File: config.mk
export PLATFORM = sky130hd
export DESIGN_NAME = qwi_top
export DESIGN_NICKNAME = d
export VERILOG_FILES = /design/src/rtl/qwi_top.v
export VERILOG_INCLUDE_DIRS = /design/src /design/src/rtl
export SDC_FILE = /design/constraint.sdc
export NUM_CORES = 1
export LEC_CHECK = 0
export BUFFER_PORTS_ARGS = -buffer_cell sky130_fd_sc_hd__buf_2
export CAP_MARGIN = 10
export CELL_PAD_IN_SITES_DETAIL_PLACEMENT = 1
export CELL_PAD_IN_SITES_GLOBAL_PLACEMENT = 1
export CORE_AREA = 8 8 189 191
export DETAILED_ROUTE_END_ITERATION = 6
export DIE_AREA = 0 0 197 199
export PLACE_DENSITY_LB_ADDON = 0.25
export SETUP_SLACK_MARGIN = 0.4
export SYNTH_ARGS = -nofsm -noshare
export SYNTH_HDL_FRONTEND = slang
export SYNTH_HIERARCHICAL = 1
export SYNTH_SLANG_ARGS = --single-unit
export TNS_END_PERCENT = 10
File: constraint.sdc
create_clock -name clock_in -period 3.2 [get_ports clock_in]
set_clock_uncertainty 0.05 [all_clocks]
set_input_delay 0.16 -clock clock_in [delete_from_list [all_inputs] [get_ports clock_in]]
set_output_delay 0.16 -clock clock_in [all_outputs]
set_load 0.05 [all_outputs]
File: src/rtl/qwi_regs.vh
/*
 * constants for the quad wiper two-wire register access block:
 * instruction byte layout, address ranges, reset values, timing.
 * assumes inclusion by bare name from rtl/qwi_top.v only.
 */
`ifndef QWI_REGS_VH
`define QWI_REGS_VH

// target address: fixed prefix, then the two select pins
`define QWI_ADDR_PREFIX 5'h0b

// instruction byte fields
`define QWI_INSTR_CMD_BIT 7
`define QWI_INSTR_EE_BIT 5
`define QWI_REG_ADDR_MSB 4
`define QWI_QC_CODE_MSB 6
`define QWI_QC_CODE_LSB 3
`define QWI_QC_ADDR_MSB 2

// quick command codes
`define QWI_QC_RESTORE 4'h1
`define QWI_QC_STORE 4'h2

// address ranges
`define QWI_VOL_LAST 5'h07
`define QWI_WIPER_LAST 5'h03
`define QWI_NV_LAST 5'h0f

// reset values
`define QWI_WIPER_RST 8'h00
`define QWI_STORE_RST 8'h00

// buffered entry kinds
`define QWI_K_WIPER 2'h0
`define QWI_K_NV 2'h1
`define QWI_K_QC 2'h2

// nonvolatile programming time in clock cycles, and write buffer depth
`define QWI_PROG_CYCLES 1024
`define QWI_FIFO_DEPTH 4

`endif

File: src/rtl/qwi_top.v
/*
 * quad wiper two-wire target: register access over the serial link,
 * four wiper registers, sixteen nonvolatile bytes, a 4-entry write
 * buffer module (qwi_fifo) and the top (qwi_top).
 * assumes scl/sda arrive asynchronously from a bus controller and an
 * outside open-drain resolution of sda from sda_out/sda_oe_out.
 */
// Notes on behaviour
// [RULE_01] acknowledge drives data low in slot; not-acknowledge leaves it high
// [RULE_02] address byte direction bit one reads, zero writes
// [RULE_03] answer only when the two address bits match select pins
// [RULE_04] instruction command bit one means quick command, zero register
// [RULE_05] memory select one targets nonvolatile store, zero the wipers
// [RULE_06] five-bit address; wipers at 0..3, other volatile slots reserved
// [RULE_07] wiper holds 8 bits, or 6 bits with top two ignored
// [RULE_08] consecutive volatile writes advance over eight addresses then wrap
// [RULE_09] write starting at N fills N, N+1, wrapping to channel 0
// [RULE_10] single and consecutive writes work the same for nonvolatile store
// [RULE_11] store 0..3 hold saved wipers, 4..15 are user bytes
// [RULE_12] after a nonvolatile write the link is silent until programmed
// [RULE_13] host polls with address and write until acknowledged
// [RULE_14] read without new address starts at kept pointer, then increments
// [RULE_15] host sets pointer by an address-only write before reading
// [RULE_16] nonvolatile reads return saved wipers at 0..3, user bytes above
// [RULE_17] any legal code may be written to a saved wiper directly
// [RULE_18] quick command holds four code bits and three address bits
// [RULE_19] target address is fixed five-bit prefix plus two pin levels
// [RULE_20] write guard low blocks all writes; reads still work
// [RULE_21] code 0010 saves wiper to store, 0001 restores it
// [RULE_22] writes to reserved volatile slots are dropped, pointer still moves
// [RULE_23] on 6-bit variant the two upper wiper bits read as zero
`timescale 1ns/100ps
`include "qwi_regs.vh"

module qwi_fifo #(
    parameter WIDTH = 15,
    parameter DEPTH = 4,
    parameter AW = 2
) (
    // clock and reset
    input wire clock_in,
    input wire reset_n_in,
    // fill side
    input wire in_valid_in,
    output wire in_ready_out,
    input wire [WIDTH-1:0] in_data_in,
    // drain side
    output wire out_valid_out,
    input wire out_ready_in,
    output wire [WIDTH-1:0] out_data_out
);
    reg [WIDTH-1:0] mem_r [0:DEPTH-1];
    reg [AW-1:0] wr_r;
    reg [AW-1:0] rd_r;
    reg [AW:0] cnt_r;
    wire push;
    wire pop;

    assign in_ready_out = (cnt_r != DEPTH[AW:0]);
    assign out_valid_out = (cnt_r != {(AW+1){1'b0}});
    assign out_data_out = mem_r[rd_r];
    assign push = in_valid_in & in_ready_out;
    assign pop = out_valid_out & out_ready_in;

    // storage has no reset; only valid slots are ever read
    always @(posedge clock_in) begin
        if (push) begin
            mem_r[wr_r] <= in_data_in;
        end
    end

    // pointers wrap at depth, so depth need not be a power of two
    always @(posedge clock_in or negedge reset_n_in) begin
        if (!reset_n_in) begin
            wr_r <= {AW{1'b0}};
            rd_r <= {AW{1'b0}};
            cnt_r <= {(AW+1){1'b0}};
        end else begin
            if (push) begin
                wr_r <= (wr_r == DEPTH[AW-1:0] - 1'b1) ? {AW{1'b0}}
                    : wr_r + 1'b1;
            end
            if (pop) begin
                rd_r <= (rd_r == DEPTH[AW-1:0] - 1'b1) ? {AW{1'b0}}
                    : rd_r + 1'b1;
            end
            if (push & ~pop) begin
                cnt_r <= cnt_r + 1'b1;
            end else if (pop & ~push) begin
                cnt_r <= cnt_r - 1'b1;
            end
        end
    end
endmodule // qwi_fifo

module qwi_top #(
    parameter WIPER_BITS = 8,
    parameter PROG_CYCLES = `QWI_PROG_CYCLES
) (
    // clock and reset
    input wire clock_in,
    input wire reset_n_in,
    // serial link
    input wire scl_in,
    input wire sda_in,
    output reg sda_out,
    output reg sda_oe_out,
    // straps and guard
    input wire addr_select_pin_lo_in,
    input wire addr_select_pin_hi_in,
    input wire write_guard_n_in,
    // wiper positions and status
    output reg [7:0] wiper_ch0_out,
    output reg [7:0] wiper_ch1_out,
    output reg [7:0] wiper_ch2_out,
    output reg [7:0] wiper_ch3_out,
    output reg prog_busy_out
);
    localparam [3:0] ST_IDLE = 4'h0;
    localparam [3:0] ST_ADDR = 4'h1;
    localparam [3:0] ST_AACK = 4'h2;
    localparam [3:0] ST_INSTR = 4'h3;
    localparam [3:0] ST_IACK = 4'h4;
    localparam [3:0] ST_WDATA = 4'h5;
    localparam [3:0] ST_DACK = 4'h6;
    localparam [3:0] ST_RDATA = 4'h7;
    localparam [3:0] ST_RACK = 4'h8;
    localparam [7:0] WMASK = (WIPER_BITS == 6) ? 8'h3f : 8'hff;
    localparam FW = 15;

    // next pointer: volatile walks eight slots, store walks sixteen
    function [4:0] ptr_next;
        input ee;
        input [4:0] p;
        begin
            if (!ee) begin
                ptr_next = (p >= `QWI_VOL_LAST) ? 5'h00 : p + 5'h01; // RULE_08
            end else begin
                ptr_next = {1'b0, p[3:0] + 4'h1};
            end
        end
    endfunction

    reg [4:0] sy1_r;
    reg [4:0] sy2_r;
    reg [4:0] sy3_r;
    reg [4:0] flt_r;
    reg scl_d_r;
    reg sda_d_r;
    reg [3:0] st_r;
    reg [2:0] cnt_r;
    reg done_r;
    reg [7:0] shift_r;
    reg [7:0] tx_r;
    reg [4:0] ptr_r;
    reg ee_r;
    reg ack_r;
    reg [7:0] wiper_r [0:3];
    reg [7:0] store_r [0:15];
    reg [15:0] busy_cnt_r;
    reg push_v;
    reg [FW-1:0] push_d;
    reg [7:0] rd_mux;
    wire [4:0] flt_nxt;
    wire scl;
    wire sda;
    wire scl_rise;
    wire scl_fall;
    wire start_c;
    wire stop_c;
    wire [7:0] byte_in;
    wire addr_hit;
    wire fifo_ready;
    wire fifo_valid;
    wire [FW-1:0] fifo_q;
    wire drain;
    wire [1:0] q_kind;
    wire [4:0] q_addr;
    wire [7:0] q_data;
    integer i;

    // a filtered bit changes only once stages two and three agree
    assign flt_nxt = (~(sy2_r ^ sy3_r) & sy3_r) | ((sy2_r ^ sy3_r) & flt_r);
    assign scl = flt_r[0];
    assign sda = flt_r[1];
    assign scl_rise = scl & ~scl_d_r;
    assign scl_fall = ~scl & scl_d_r;
    assign start_c = scl & scl_d_r & sda_d_r & ~sda;
    assign stop_c = scl & scl_d_r & ~sda_d_r & sda;
    assign byte_in = shift_r;
    assign addr_hit = (byte_in[7:3] == `QWI_ADDR_PREFIX) // RULE_19
        & (byte_in[2:1] == {flt_r[4], flt_r[3]}); // RULE_03

    always @(posedge clock_in or negedge reset_n_in) begin
        if (!reset_n_in) begin
            sy1_r <= 5'h1b;
            sy2_r <= 5'h1b;
            sy3_r <= 5'h1b;
            flt_r <= 5'h1b;
            scl_d_r <= 1'b1;
            sda_d_r <= 1'b1;
        end else begin
            sy1_r <= {addr_select_pin_hi_in, addr_select_pin_lo_in,
                write_guard_n_in, sda_in, scl_in};
            sy2_r <= sy1_r;
            sy3_r <= sy2_r;
            flt_r <= flt_nxt;
            scl_d_r <= scl;
            sda_d_r <= sda;
        end
    end

    // read data for the current pointer
    always @* begin
        rd_mux = 8'h00;
        if (ee_r) begin
            rd_mux = store_r[ptr_r[3:0]]; // RULE_16
        end else if (ptr_r <= `QWI_WIPER_LAST) begin
            rd_mux = wiper_r[ptr_r[1:0]] & WMASK; // RULE_23
        end
    end

    // bytes to buffer: quick commands and data bytes
    always @* begin
        push_v = 1'b0;
        push_d = {FW{1'b0}};
        if (scl_fall & done_r) begin
            if (st_r == ST_INSTR && byte_in[`QWI_INSTR_CMD_BIT]) begin
                push_v = 1'b1; // RULE_04
                push_d = {`QWI_K_QC, 2'b00,
                    byte_in[`QWI_QC_ADDR_MSB:0], // RULE_18
                    4'h0, byte_in[`QWI_QC_CODE_MSB:`QWI_QC_CODE_LSB]};
            end else if (st_r == ST_WDATA) begin
                push_v = 1'b1;
                push_d = {(ee_r ? `QWI_K_NV : `QWI_K_WIPER), ptr_r,
                    byte_in}; // RULE_05 RULE_10
            end
        end
    end

    // link side: one edge of the filtered clock per step
    always @(posedge clock_in or negedge reset_n_in) begin
        if (!reset_n_in) begin
            st_r <= ST_IDLE;
            cnt_r <= 3'h0;
            done_r <= 1'b0;
            shift_r <= 8'h00;
            tx_r <= 8'h00;
            ptr_r <= 5'h00;
            ee_r <= 1'b0;
            ack_r <= 1'b0;
            sda_oe_out <= 1'b0;
            sda_out <= 1'b0;
        end else if (start_c) begin
            st_r <= ST_ADDR;
            cnt_r <= 3'h0;
            done_r <= 1'b0;
            sda_oe_out <= 1'b0;
        end else if (stop_c) begin
            st_r <= ST_IDLE;
            sda_oe_out <= 1'b0;
        end else begin
            sda_out <= 1'b0;
            if (scl_rise) begin
                cnt_r <= cnt_r + 3'h1;
                done_r <= (cnt_r == 3'h7);
                shift_r <= {shift_r[6:0], sda};
                ack_r <= ~sda; // host ack sampled in the read ack slot
            end
            if (scl_fall) begin
                case (st_r)
                ST_ADDR: begin
                    if (done_r) begin
                        done_r <= 1'b0;
                        // silent while programming or buffer not empty
                        if (addr_hit & ~prog_busy_out & ~fifo_valid) begin
                            st_r <= ST_AACK; // RULE_12 RULE_13
                            sda_oe_out <= 1'b1; // RULE_01
                            ee_r <= ee_r;
                            tx_r <= byte_in[0] ? rd_mux : 8'h00; // RULE_02
                        end else begin
                            st_r <= ST_IDLE;
                        end
                    end
                end
                ST_AACK: begin
                    cnt_r <= 3'h0;
                    // ack slot shifted once more: direction bit is now bit 1
                    if (shift_r[1]) begin
                        st_r <= ST_RDATA; // RULE_14
                        sda_oe_out <= ~rd_mux[7];
                        tx_r <= {rd_mux[6:0], 1'b0};
                    end else begin
                        st_r <= ST_INSTR;
                        sda_oe_out <= 1'b0;
                    end
                end
                ST_INSTR: begin
                    if (done_r) begin
                        done_r <= 1'b0;
                        st_r <= ST_IACK;
                        if (!byte_in[`QWI_INSTR_CMD_BIT]) begin
                            ee_r <= byte_in[`QWI_INSTR_EE_BIT]; // RULE_05
                            ptr_r <= byte_in[`QWI_REG_ADDR_MSB:0]; // RULE_06
                            sda_oe_out <= 1'b1; // RULE_15
                        end else begin
                            sda_oe_out <= fifo_ready;
                        end
                    end
                end
                ST_WDATA: begin
                    if (done_r) begin
                        done_r <= 1'b0;
                        st_r <= ST_DACK;
                        sda_oe_out <= fifo_ready; // full buffer: not ack
                        if (fifo_ready) begin
                            ptr_r <= ptr_next(ee_r, ptr_r); // RULE_09 RULE_22
                        end
                    end
                end
                ST_IACK, ST_DACK: begin
                    cnt_r <= 3'h0;
                    st_r <= sda_oe_out ? ST_WDATA : ST_IDLE;
                    sda_oe_out <= 1'b0;
                end
                ST_RDATA: begin
                    if (done_r) begin
                        done_r <= 1'b0;
                        st_r <= ST_RACK;
                        sda_oe_out <= 1'b0;
                        ptr_r <= ptr_next(ee_r, ptr_r); // RULE_14
                    end else begin
                        sda_oe_out <= ~tx_r[7];
                        tx_r <= {tx_r[6:0], 1'b0};
                    end
                end
                ST_RACK: begin
                    cnt_r <= 3'h0;
                    if (ack_r) begin
                        st_r <= ST_RDATA;
                        sda_oe_out <= ~rd_mux[7];
                        tx_r <= {rd_mux[6:0], 1'b0};
                    end else begin
                        st_r <= ST_IDLE; // host ended the read
                    end
                end
                default: begin
                    st_r <= ST_IDLE;
                    sda_oe_out <= 1'b0;
                end
                endcase
            end
        end
    end

    // write buffer between the link and the register file
    qwi_fifo #(
        .WIDTH(FW),
        .DEPTH(`QWI_FIFO_DEPTH),
        .AW(2)
    ) u_fifo (
        .clock_in(clock_in),
        .reset_n_in(reset_n_in),
        .in_valid_in(push_v),
        .in_ready_out(fifo_ready),
        .in_data_in(push_d),
        .out_valid_out(fifo_valid),
        .out_ready_in(~prog_busy_out),
        .out_data_out(fifo_q)
    );

    assign drain = fifo_valid & ~prog_busy_out;
    assign q_kind = fifo_q[14:13];
    assign q_addr = fifo_q[12:8];
    assign q_data = fifo_q[7:0];

    // register side: drain stalls for each programming cycle
    always @(posedge clock_in or negedge reset_n_in) begin
        if (!reset_n_in) begin
            for (i = 0; i < 4; i = i + 1) begin
                wiper_r[i] <= `QWI_WIPER_RST;
            end
            for (i = 0; i < 16; i = i + 1) begin
                store_r[i] <= `QWI_STORE_RST;
            end
            busy_cnt_r <= 16'h0000;
            prog_busy_out <= 1'b0;
        end else begin
            if (busy_cnt_r != 16'h0000) begin
                busy_cnt_r <= busy_cnt_r - 16'h0001;
            end
            prog_busy_out <= (busy_cnt_r > 16'h0001);
            // guard low: every buffered write or command is dropped
            if (drain & flt_r[2]) begin // RULE_20
                case (q_kind)
                `QWI_K_WIPER: begin
                    if (q_addr <= `QWI_WIPER_LAST) begin // RULE_22
                        wiper_r[q_addr[1:0]] <= q_data & WMASK; // RULE_07
                    end
                end
                `QWI_K_NV: begin
                    store_r[q_addr[3:0]] <= q_data; // RULE_11 RULE_17
                    busy_cnt_r <= PROG_CYCLES[15:0]; // RULE_12
                    prog_busy_out <= 1'b1;
                end
                `QWI_K_QC: begin
                    if (!q_addr[2] && q_data[3:0] == `QWI_QC_RESTORE) begin
                        wiper_r[q_addr[1:0]] <=
                            store_r[q_addr[1:0]] & WMASK; // RULE_21
                    end
                    if (!q_addr[2] && q_data[3:0] == `QWI_QC_STORE) begin
                        store_r[q_addr[1:0]] <= wiper_r[q_addr[1:0]];
                        busy_cnt_r <= PROG_CYCLES[15:0]; // RULE_21
                        prog_busy_out <= 1'b1;
                    end
                end
                default: begin
                    busy_cnt_r <= busy_cnt_r;
                end
                endcase
            end
        end
    end

    // wiper outputs mirror the registers one cycle later
    always @(posedge clock_in or negedge reset_n_in) begin
        if (!reset_n_in) begin
            wiper_ch0_out <= `QWI_WIPER_RST;
            wiper_ch1_out <= `QWI_WIPER_RST;
            wiper_ch2_out <= `QWI_WIPER_RST;
            wiper_ch3_out <= `QWI_WIPER_RST;
        end else begin
            wiper_ch0_out <= wiper_r[0];
            wiper_ch1_out <= wiper_r[1];
            wiper_ch2_out <= wiper_r[2];
            wiper_ch3_out <= wiper_r[3];
        end
    end
endmodule // qwi_top
**Word-level counts from Yosys, hierarchy flattened**

Memories as Yosys holds them, arrays and structs flattened.
Cells that the tools add are included.
Widths: inputs -> output; s select.

- Output and inout port bits: 35
- Memories kept: 1
- Logic and storage cells: 267
- RAM bits: 60
- Bits in registers: 270
- Input bits: 7

Memory list:

| memory | depth | bits a word | read ports | clocked after Yosys merged registers in | wr ports | line | RTL |
|---|---|---|---|---|---|---|---|
| u_fifo.mem_r | 4 | 15 | 1 | 0 | 1 | qwi_top.v:52 | `reg [WIDTH-1:0] mem_r [0:DEPTH-1];` |

- Multiplexer cells: 99
- $add $sub $neg: 8
- Equality and inequality tests: 39
- Reductions and logical operators: 27
- Bitwise gates (word level): 38
- Order comparisons: 11

Operators with widths:

| cell | number |
|---|---|
| $bwmux 128 | 2 |
| $pmux 128 s2 | 1 |
| $mux 8 | 19 |
| $mux 128 | 1 |
| $bwmux 32 | 2 |
| $mux 32 | 2 |
| $pmux 32 s2 | 1 |
| $mux 16 | 3 |
| $pmux 16 s3 | 1 |
| $mux 5 | 7 |
| $bmux 8 s2 | 2 |
| $bmux 8 s4 | 1 |
| $demux 8 s4 | 1 |
| $pmux 8 s4 | 1 |
| $mux 15 | 2 |
| $mux 3 | 10 |
| $mux 4 | 7 |
| $ne 2x2->1 const B | 14 |
| $pmux 4 s7 | 1 |
| $mux 1 | 25 |
| $bmux 8 s3 | 1 |
| $demux 8 s3 | 1 |
| $ne 4x4->1 const B | 6 |
| $reduce_and 9->1 | 2 |
| 52 further kinds | 109 |

**Longest topological paths before layout**

Gate-level depths: netlist of the first run.

- Word-level depth: 12
- Gate-level depth with buffers: 12
- Gate-level depth less buffers: 11

**Modules after synthesis**

The synthesis of the first run kept the hierarchy.

Modules (own cells, without submodules):

| module | sequential area each (sq um) | area an instance (sq um) | cells an instance | times used |
|---|---|---|---|---|
| qwi_top | 6,603.8 | 12,592.1 | 1,060 | 1 |
| qwi_fifo | 1,976.9 | 2,605.0 | 115 | 1 |

**Worst setup path after synthesis of the first run**

No wires, ideal clock.

- Path kind: register -> register
- Start: reg u_fifo.rd_r[0]
- End: reg wiper_r[0] in the netlist's numbering
- Path slack: -225 ps
- Stages on the path, launching flop included: 11
- Arrival time: 3,251 ps
- Path buffers: 4
- Period minus slack after synthesis: 3,425 ps
- Library setup time: 125 ps
- Required time: 3,025 ps
- Cells stage by stage: dfrtp_1 > buf_2 > buf_4 > mux4_2 > clkbuf_1 > or3_1 > or3b_1 > a211oi_4 > and3_1 > buf_4 > mux2_2

- Elaborated cells on any way between the ends: 25
- Classes of those cells: order compare: 3; eq/ne: 4; mux: 10; bitwise: 1; reduce/logical: 6; memory: 1

RTL lines:

| item | line | RTL |
|---|---|---|
| start, declared | qwi_top.v:54 | `reg [AW-1:0] rd_r;` |
| start signal, assigned | qwi_top.v:76 | `rd_r <= {AW{1'b0}};` |
| start signal, assigned | qwi_top.v:84 | `rd_r <= (rd_r == DEPTH[AW-1:0] - 1'b1) ? {AW{1'b0}}` |
| $mem_v2 4x15 | n/a |  |
| net fifo_q[3] | qwi_top.v:175 | `wire [FW-1:0] fifo_q;` |
| $eq 4x1->1 (no line) | n/a |  |
| $logic_and 1x1->1 (no line) | n/a |  |
| $ne 2x2->1 (no line) | n/a |  |
| $reduce_and 4->1 (no line) | n/a |  |
| end signal, assigned by index | qwi_top.v:381 | `` wiper_r[i] <= `QWI_WIPER_RST; `` |
| end signal, assigned by index | qwi_top.v:398 | `wiper_r[q_addr[1:0]] <= q_data & WMASK;` |
| end signal, assigned by index | qwi_top.v:408 | `wiper_r[q_addr[1:0]] <=` |
| end, declared | qwi_top.v:158 | `reg [7:0] wiper_r [0:3];` |

The timed path passes the listed nets, and every way through them passes these cells. The select of a mux whose other input is x is not followed.
A chain may end at the register's enable or synchronous reset.

**Final worst setup path of the first run**

- Start: reg u_fifo.rd_r[0]
- End: reg store_r[115] in the netlist's numbering

- Elaborated cells on any way between the ends: 28
- Classes of those cells: order compare: 4; eq/ne: 4; mux: 11; bitwise: 2; reduce/logical: 6; memory: 1

RTL lines:

| item | line | RTL |
|---|---|---|
| $mem_v2 4x15 | n/a |  |
| net fifo_q[1] | qwi_top.v:175 |  |
| $eq 4x2->1 (no line) | n/a |  |
| $logic_and 1x1->1 (no line) | n/a |  |
| $ne 2x2->1 (no line) | n/a |  |
| $reduce_and 3->1 (no line) | n/a |  |
| end signal, assigned by index | qwi_top.v:384 | `` store_r[i] <= `QWI_STORE_RST; `` |
| end signal, assigned by index | qwi_top.v:402 | `store_r[q_addr[3:0]] <= q_data;` |
| end signal, assigned by index | qwi_top.v:412 | `store_r[q_addr[1:0]] <= wiper_r[q_addr[1:0]];` |
| end, declared | qwi_top.v:159 | `reg [7:0] store_r [0:15];` |

The timed path passes the listed nets, and every way through them passes these cells. The select of a mux whose other input is x is not followed.

==> metrics.yaml, run 1 <==
floorplan:
  rows: 67
  core_area_mm2: 0.0329
  dieArea_mm2: 0.0392
  io_pins: 42
  dieHeight_um: 199
  start_util_pct: 46.2
  fp.dieW_um: 197
timing:
  period_needed_ps: 2970
  worst_pin_slew_ps: 897
  setup_viol: 0
  timing.final.crit_share_pct: 92.7
  final.setup.tns_ps: 0
  fmax_ghz: 0.337
  rsz0062_at_grt: "yes"
  max_slew_margin_pct: 39.6
  slew_viol_final: 0
  hold_viol_final: 0
setup_path:
  critPathLaunchType: "flip-flop"
  required_ps: 3560
  cp-end-kind: "flip-flop"
  critPathKind: "reg2reg"
  arrival_ps: 3330
  path_max_fanout: 18
route:
  vias: 10100
  drtAntennaViolNets: 0
  routed_via_density: 5.79
  drt_iter0_drc: 594
  drc: 0
  drt-total-wl_mm: 39.5
  dr.pass1.iters: 5
  avgRoutedWirePerCell_um: 22.6
power_and_ir_drop:
  ir_drop_mv: 0.385
  power_leakage_nw: 8.07
  p_per_area_mw_per_mm2: 631
  p_total_mw: 11.3
logic_synthesis:
  syn-cell-area_mm2: 0.0152
  synth_top_area_share_pct: 41.5
  ys.flop_type: "dfrtp_1"
  synthCells: 1175
  synth-seq-cells: 330
  synth_cell_types: 80
  yosysMostFrequentCell: "dfrtp_1"
  synth_top_cells_by_count: "252 x dfrtp_1, 167 x mux2_2, 93 x nor2_1"
  yosysSeqAreaShare_pct: 56.5
  synth_area_per_cell_um2: 12.9
  async_flop_share_pct: 81.8
  synthTopCellsByArea: "dfrtp_1 41%, mux2_2 12%, edfxtp_1 12%"
  yosysTopAreaCell: "dfrtp_1"
  syn_nets: 1198
  synth_edf_count: 60
  yosysWarnings: 6
worst_hold_path:
  hold_path.class: "in2async"
place:
  numPortBuffers: 40
  gp_congestion: 0.832
  hpwl_mm: 26.8
finish:
  area.growth.synth_to_final_pct: 17.4
  drive_gt1_share_pct: 35.4
  final_nets: 1293
  antenna_cells: 0
global_routing:
  grt_use_total_pct: 20.4
  antenna_found_initial: 0
  grt_pass1_vias: 10900
  grt_max_degree: 93
  grt_first_pass_wirelength_mm: 62.9
  globalRouteOverflowTotal: 0
clock_network:
  clk_pin_slew_worst_paths_ps: 60
  cts_tree: "built"
  clk_path_buf_depth: 3
  insertion_delay_ps: 540
  cts.sinks: 330
  cts_htree_levels: 2
  cts_made_buffers: 37
  ctsRootBufferMaster: "clkbuf_16"
outcome:
  status: "completed"
job:
  maxCapViolCount: 0
## timing repair
item / 4_1_cts / 5_1_grt
endpoints found under the setup margin: 172 / 173
pin swaps: 2 / 5
hold buffers: 6 / 0
resized for setup: 19 / 19
hold endpoints to repair: 84 / 0
buffers inserted: 4 / 8
## state kept, by name, summed over array words and instances (netlist names), 3 cells and up, named ones only
register       flops
wiper_r           32
ptr_r              5
sy2_r              5
u_fifo/cnt_r       3
wiper_ch1_out      8
sy3_r              5
byte_in            8
cnt_r              3
wiper_ch0_out      8
u_fifo/mem_r      60
st_r               4
store_r          128
busy_cnt_r        16
wiper_ch2_out      8
wiper_ch3_out      8
sy1_r              5
tx_r               8
## worst max-delay path, stage by stage (launching register included)
cell and delay [ps]:
dfrtp_2 480, buf_4 240, mux4_2 540, buf_4 230, nand3b_1 130, a2bb2oi_1 640, nor4b_2 110, buf_4 240
nor2_1 130, a21oi_1 60
## worst paths after layout
| check | startpoint | endpoint | slack, ps | cells after the start |
|---|---|---|---|---|
| min in group clock_in | scl_in | sy1_r[0] | 240 | 2 |
| min | reset_n_in | busy_cnt_r[5] | 150 | 2 |
| max | u_fifo/rd_r[0] | store_r[115] | 230 | 9 |
| max reg2reg | u_fifo/rd_r[0] | store_r[115] | 230 | 9 |
| max in group asynchronous | reset_n_in | store_r[51] | 1910 | 3 |
| min reg2reg | sy1_r[2] | sy2_r[2] | 300 | 0 |
## power by group
group / switching (mW) / total [mW] / leakage, nW / internal [mW]
combinational: 1.14 / 1.95 / 3.16 / 0.816
sequential: 0.408 / 5.05 / 4.30 / 4.64
clock: 1.74 / 4.24 / 0.609 / 2.51
## per-layer routing
layer,global-route usage [%],part of all wire [%],routed length [um],vias up
met2,33.3,48,18900,224
met5,0,0,0,-
met4,7.02,3.1,1210,0
met1,27.1,44,17400,5267
li1,-,-,-,4551
met3,3.64,5.0,1970,76
## cells in the final DEF, fill, tap and decap left out, types with 7 or more instances in the layout
master and count:
a22o_1 7, mux2i_1 11, nor2b_1 14, o21ai_0 26, xnor2_1 10, a22oi_1 21, inv_1 16, nand2b_1 10
nand3_1 18, a21oi_1 70, xor2_1 10, nor3_1 9, mux2_2 166, and2_1 11, nor4_1 8, dfrtp_1 248
ha_1 14, a211oi_1 11, buf_2 39, dfstp_2 18, a31oi_1 8, nand2_1 52, nand3b_1 7, mux4_2 43
buf_4 69, o22ai_1 14, clkbuf_16 37, clkinv_2 11, edfxtp_1 60, nor2_1 93
## metrics by stage
stage	hold WS, ps	instances	cell area, um^2	setup slack [ps]	utilization, %
final	145	1746	17800	233	54.3
after global routing	219	1746	17800	100	54.3
after CTS	180	1738	17700	239	53.7
after detailed placement	145	1661	16300	-32.0	49.5
after global placement	146	1661	16300	-10.7	49.5
after floorplan	-186	1175	15300	29.4	-
## layout make-up
| type | count | area, um^2 |
|---|---|---|
| clock buffers | 48 | 1020 |
| clock inverters | 19 | 205 |
| fillers | 3296 | 15000 |
| inverters | 16 | 60.1 |
| multi-input cells | 760 | 6460 |
| flip-flops and latches | 330 | 8590 |
| well taps | 448 | 561 |
| repair buffers | 125 | 948 |
## kinds of logic after synthesis
| logic type | share of synthesized area (%) |
|---|---|
| buffers and inverters | 2.23 |
| XOR/XNOR | 1.15 |
| other | 0.0247 |
| flip-flops | 56.5 |
| AND/OR/NAND/NOR | 9.66 |
| adder cells (fa/ha/maj) | 1.70 |
| AO/OA/AOI/OAI | 9.11 |
| multiplexers | 19.7 |
No activity file was read; power rests on OpenSTA's default activity.
==> run 2, diff against run 1 <==
--- a/config.mk
+++ b/config.mk
@@ -8,7 +8,7 @@
 export LEC_CHECK = 0
 export BUFFER_PORTS_ARGS = -buffer_cell sky130_fd_sc_hd__buf_2
 export CAP_MARGIN = 10
-export CELL_PAD_IN_SITES_DETAIL_PLACEMENT = 1
+export CELL_PAD_IN_SITES_DETAIL_PLACEMENT = 0
 export CELL_PAD_IN_SITES_GLOBAL_PLACEMENT = 1
 export CORE_AREA = 8 8 189 191
 export DETAILED_ROUTE_END_ITERATION = 6
==> metrics.yaml, run 2 (synthesized netlist as in run 1, its figures left out) <==
finish:
  num-fill-cells: 2753  # -16%
  regMostFlops: "store_r"
  mostFrequentLayoutCells: "249 x dfrtp_1, 167 x mux2_2, 92 x nor2_1"
  fin_cells: 1734  # -0.69%
  register_area_mm2: 0.00858  # about the same
  finalInstanceArea_mm2: 0.0178  # -0.25%
  antenna_cells: 0  # unchanged
  multiInputGateArea_mm2: 0.00641  # -0.83%
  drive_gt1_share_pct: 34.4  # -0.91 points
  final_common_cell: "dfrtp_1"
  utilization_pct: 54.1  # -0.14 points
  top_regs: "store_r x128, u_fifo/mem_r x60, wiper_r x32"
  area.growth.synth_to_final_pct: 17.1
  largest_register_ffs: 128  # unchanged
  final_nets: 1282  # -0.85%
outcome:
  status: "completed"
global_routing:
  globalRouteOverflowTotal: 0  # unchanged
  grt_use_total_pct: 18.8  # -1.6 points
  antenna_found_initial: 0  # unchanged
  grt_first_pass_wirelength_mm: 58.3  # -7.3%
  grt_max_degree: 93  # unchanged
  grt_pass1_vias: 10200  # -6.7%
setup_path:
  critPathLaunchType: "flip-flop"
  regToRegEndpoint: "sda_oe_out"
  path_max_fanout: 4  # -14
  critPathKind: "reg2reg"
  regToRegSetupSlack_ps: 250  # +20 ps
  cp-end-kind: "flip-flop"
  required_ps: 3530  # -30 ps
  r2r-start: "u_fifo/cnt_r[1]"
  endpoint: "sda_oe_out"
  r2r_cells: 6  # -3
  arrival_ps: 3270  # -60 ps
  startpoint: "u_fifo/cnt_r[1]"
place:
  post_dp_cell_area_mm2: 0.0163  # unchanged
  numPortBuffers: 40  # unchanged
  hpwl_mm: 24.7  # -7.5%
  dp.cells: 1661  # unchanged
  gp_congestion: 0.832  # unchanged
power_and_ir_drop:
  power_leakage_nw: 8.05  # -0.32%
  p_total_mw: 11.5  # +2.5%
  ir_drop_mv: 0.348  # -9.8%
  p_per_area_mw_per_mm2: 648  # +2.8%
floorplan:
  dieArea_mm2: 0.0392  # unchanged
  dieHeight_um: 199  # unchanged
  fp.dieW_um: 197  # unchanged
  io_pins: 42  # unchanged
  start_util_pct: 46.2  # unchanged
  core_area_mm2: 0.0329  # unchanged
  rows: 67  # unchanged
timing:
  final.setup.tns_ps: 0  # unchanged
  period_needed_ps: 2950  # -18.8 ps
  max_slew_margin_pct: 42.7  # +3.0 points
  rsz0062_at_grt: "yes"
  setup_viol: 0  # unchanged
  slew_viol_final: 0  # unchanged
  worst_pin_slew_ps: 857  # -40.3 ps
  timing.final.crit_share_pct: 92.1  # -0.59 points
  hold_viol_final: 0  # unchanged
  fmax_ghz: 0.339  # +0.64%
route:
  avgRoutedWirePerCell_um: 20.7  # -8.4%
  vias: 9872  # -2.4%
  drt-total-wl_mm: 35.9  # -9.0%
  routed_via_density: 5.69  # -1.8%
  drt_iter0_drc: 646  # +8.8%
  drc: 0  # unchanged
  dr.pass1.iters: 5  # unchanged
  drtAntennaViolNets: 0  # unchanged
clock_network:
  clk_pin_slew_worst_paths_ps: 60  # about the same
  cts.sinks: 330  # unchanged
  cts_htree_levels: 2  # unchanged
  clk_path_buf_depth: 3  # unchanged
  cts_made_buffers: 37  # unchanged
  ctsRootBufferMaster: "clkbuf_16"
  insertion_delay_ps: 530  # about the same
  cts_tree: "built"
worst_hold_path:
  hold_path.class: "in2async"
job:
  maxCapViolCount: 0  # unchanged
==> run 2: critical path, stage by stage (launching register included) <==
cell,delay (ps)
dfrtp_1,410
or3_2,550
or4b_1,600
or4_1,500
a221oi_2,360
mux2i_1,250
o32ai_1,110
==> run 2: where the power goes <==
group | switching (mW) | total, mW | internal (mW)
Combinational | 1.06 | 1.84 | 0.772
Sequential | 0.393 | 5.04 | 4.64
Clock | 1.68 | 4.66 | 2.99
==> run 2: stage by stage <==
step	setup slack, ps	hold slack, ps
after floorplan	29.4	-186
after global placement	-10.7	146
after detailed placement	-51.5	147
after CTS	247	192
after global routing	137	216
final	252	141
==> run 2: what timing repair did <==
action	in CTS	in global routing
pin swaps	1	1
hold endpoints to repair	84	0
hold buffers	6	0
endpoints found under the setup margin	171	178
resized for setup	19	7
buffers inserted	1	0
==> run 2: how the worst min path moves through the flow <==
stage / endpoint / cells after the start
floorplan: async pin / 0
global placement: busy_cnt_r[4] / 1
detailed placement: busy_cnt_r[4] / 1
CTS: busy_cnt_r[4] / 2
global route: busy_cnt_r[4] / 2
finish: busy_cnt_r[5] / 2
==> run 2: layout make-up <==
| class | count | share of cell area, % |
|---|---|---|
| flip-flops and latches | 330 | 48.2 |
| multi-input cells | 760 | 36.0 |
| clock buffers | 52 | 6.04 |
| repair buffers | 114 | 4.66 |
| well taps | 448 | 3.15 |
| clock inverters | 14 | 1.55 |
| inverters | 16 | 0.338 |
==> run 2: layer usage <==
metal | share of wire (%) | GRT usage (%)
met1 | 47 | 26.3
met2 | 45 | 29.4
met3 | 4.8 | 3.35
met4 | 3.0 | 6.27
met5 | 0 | 0
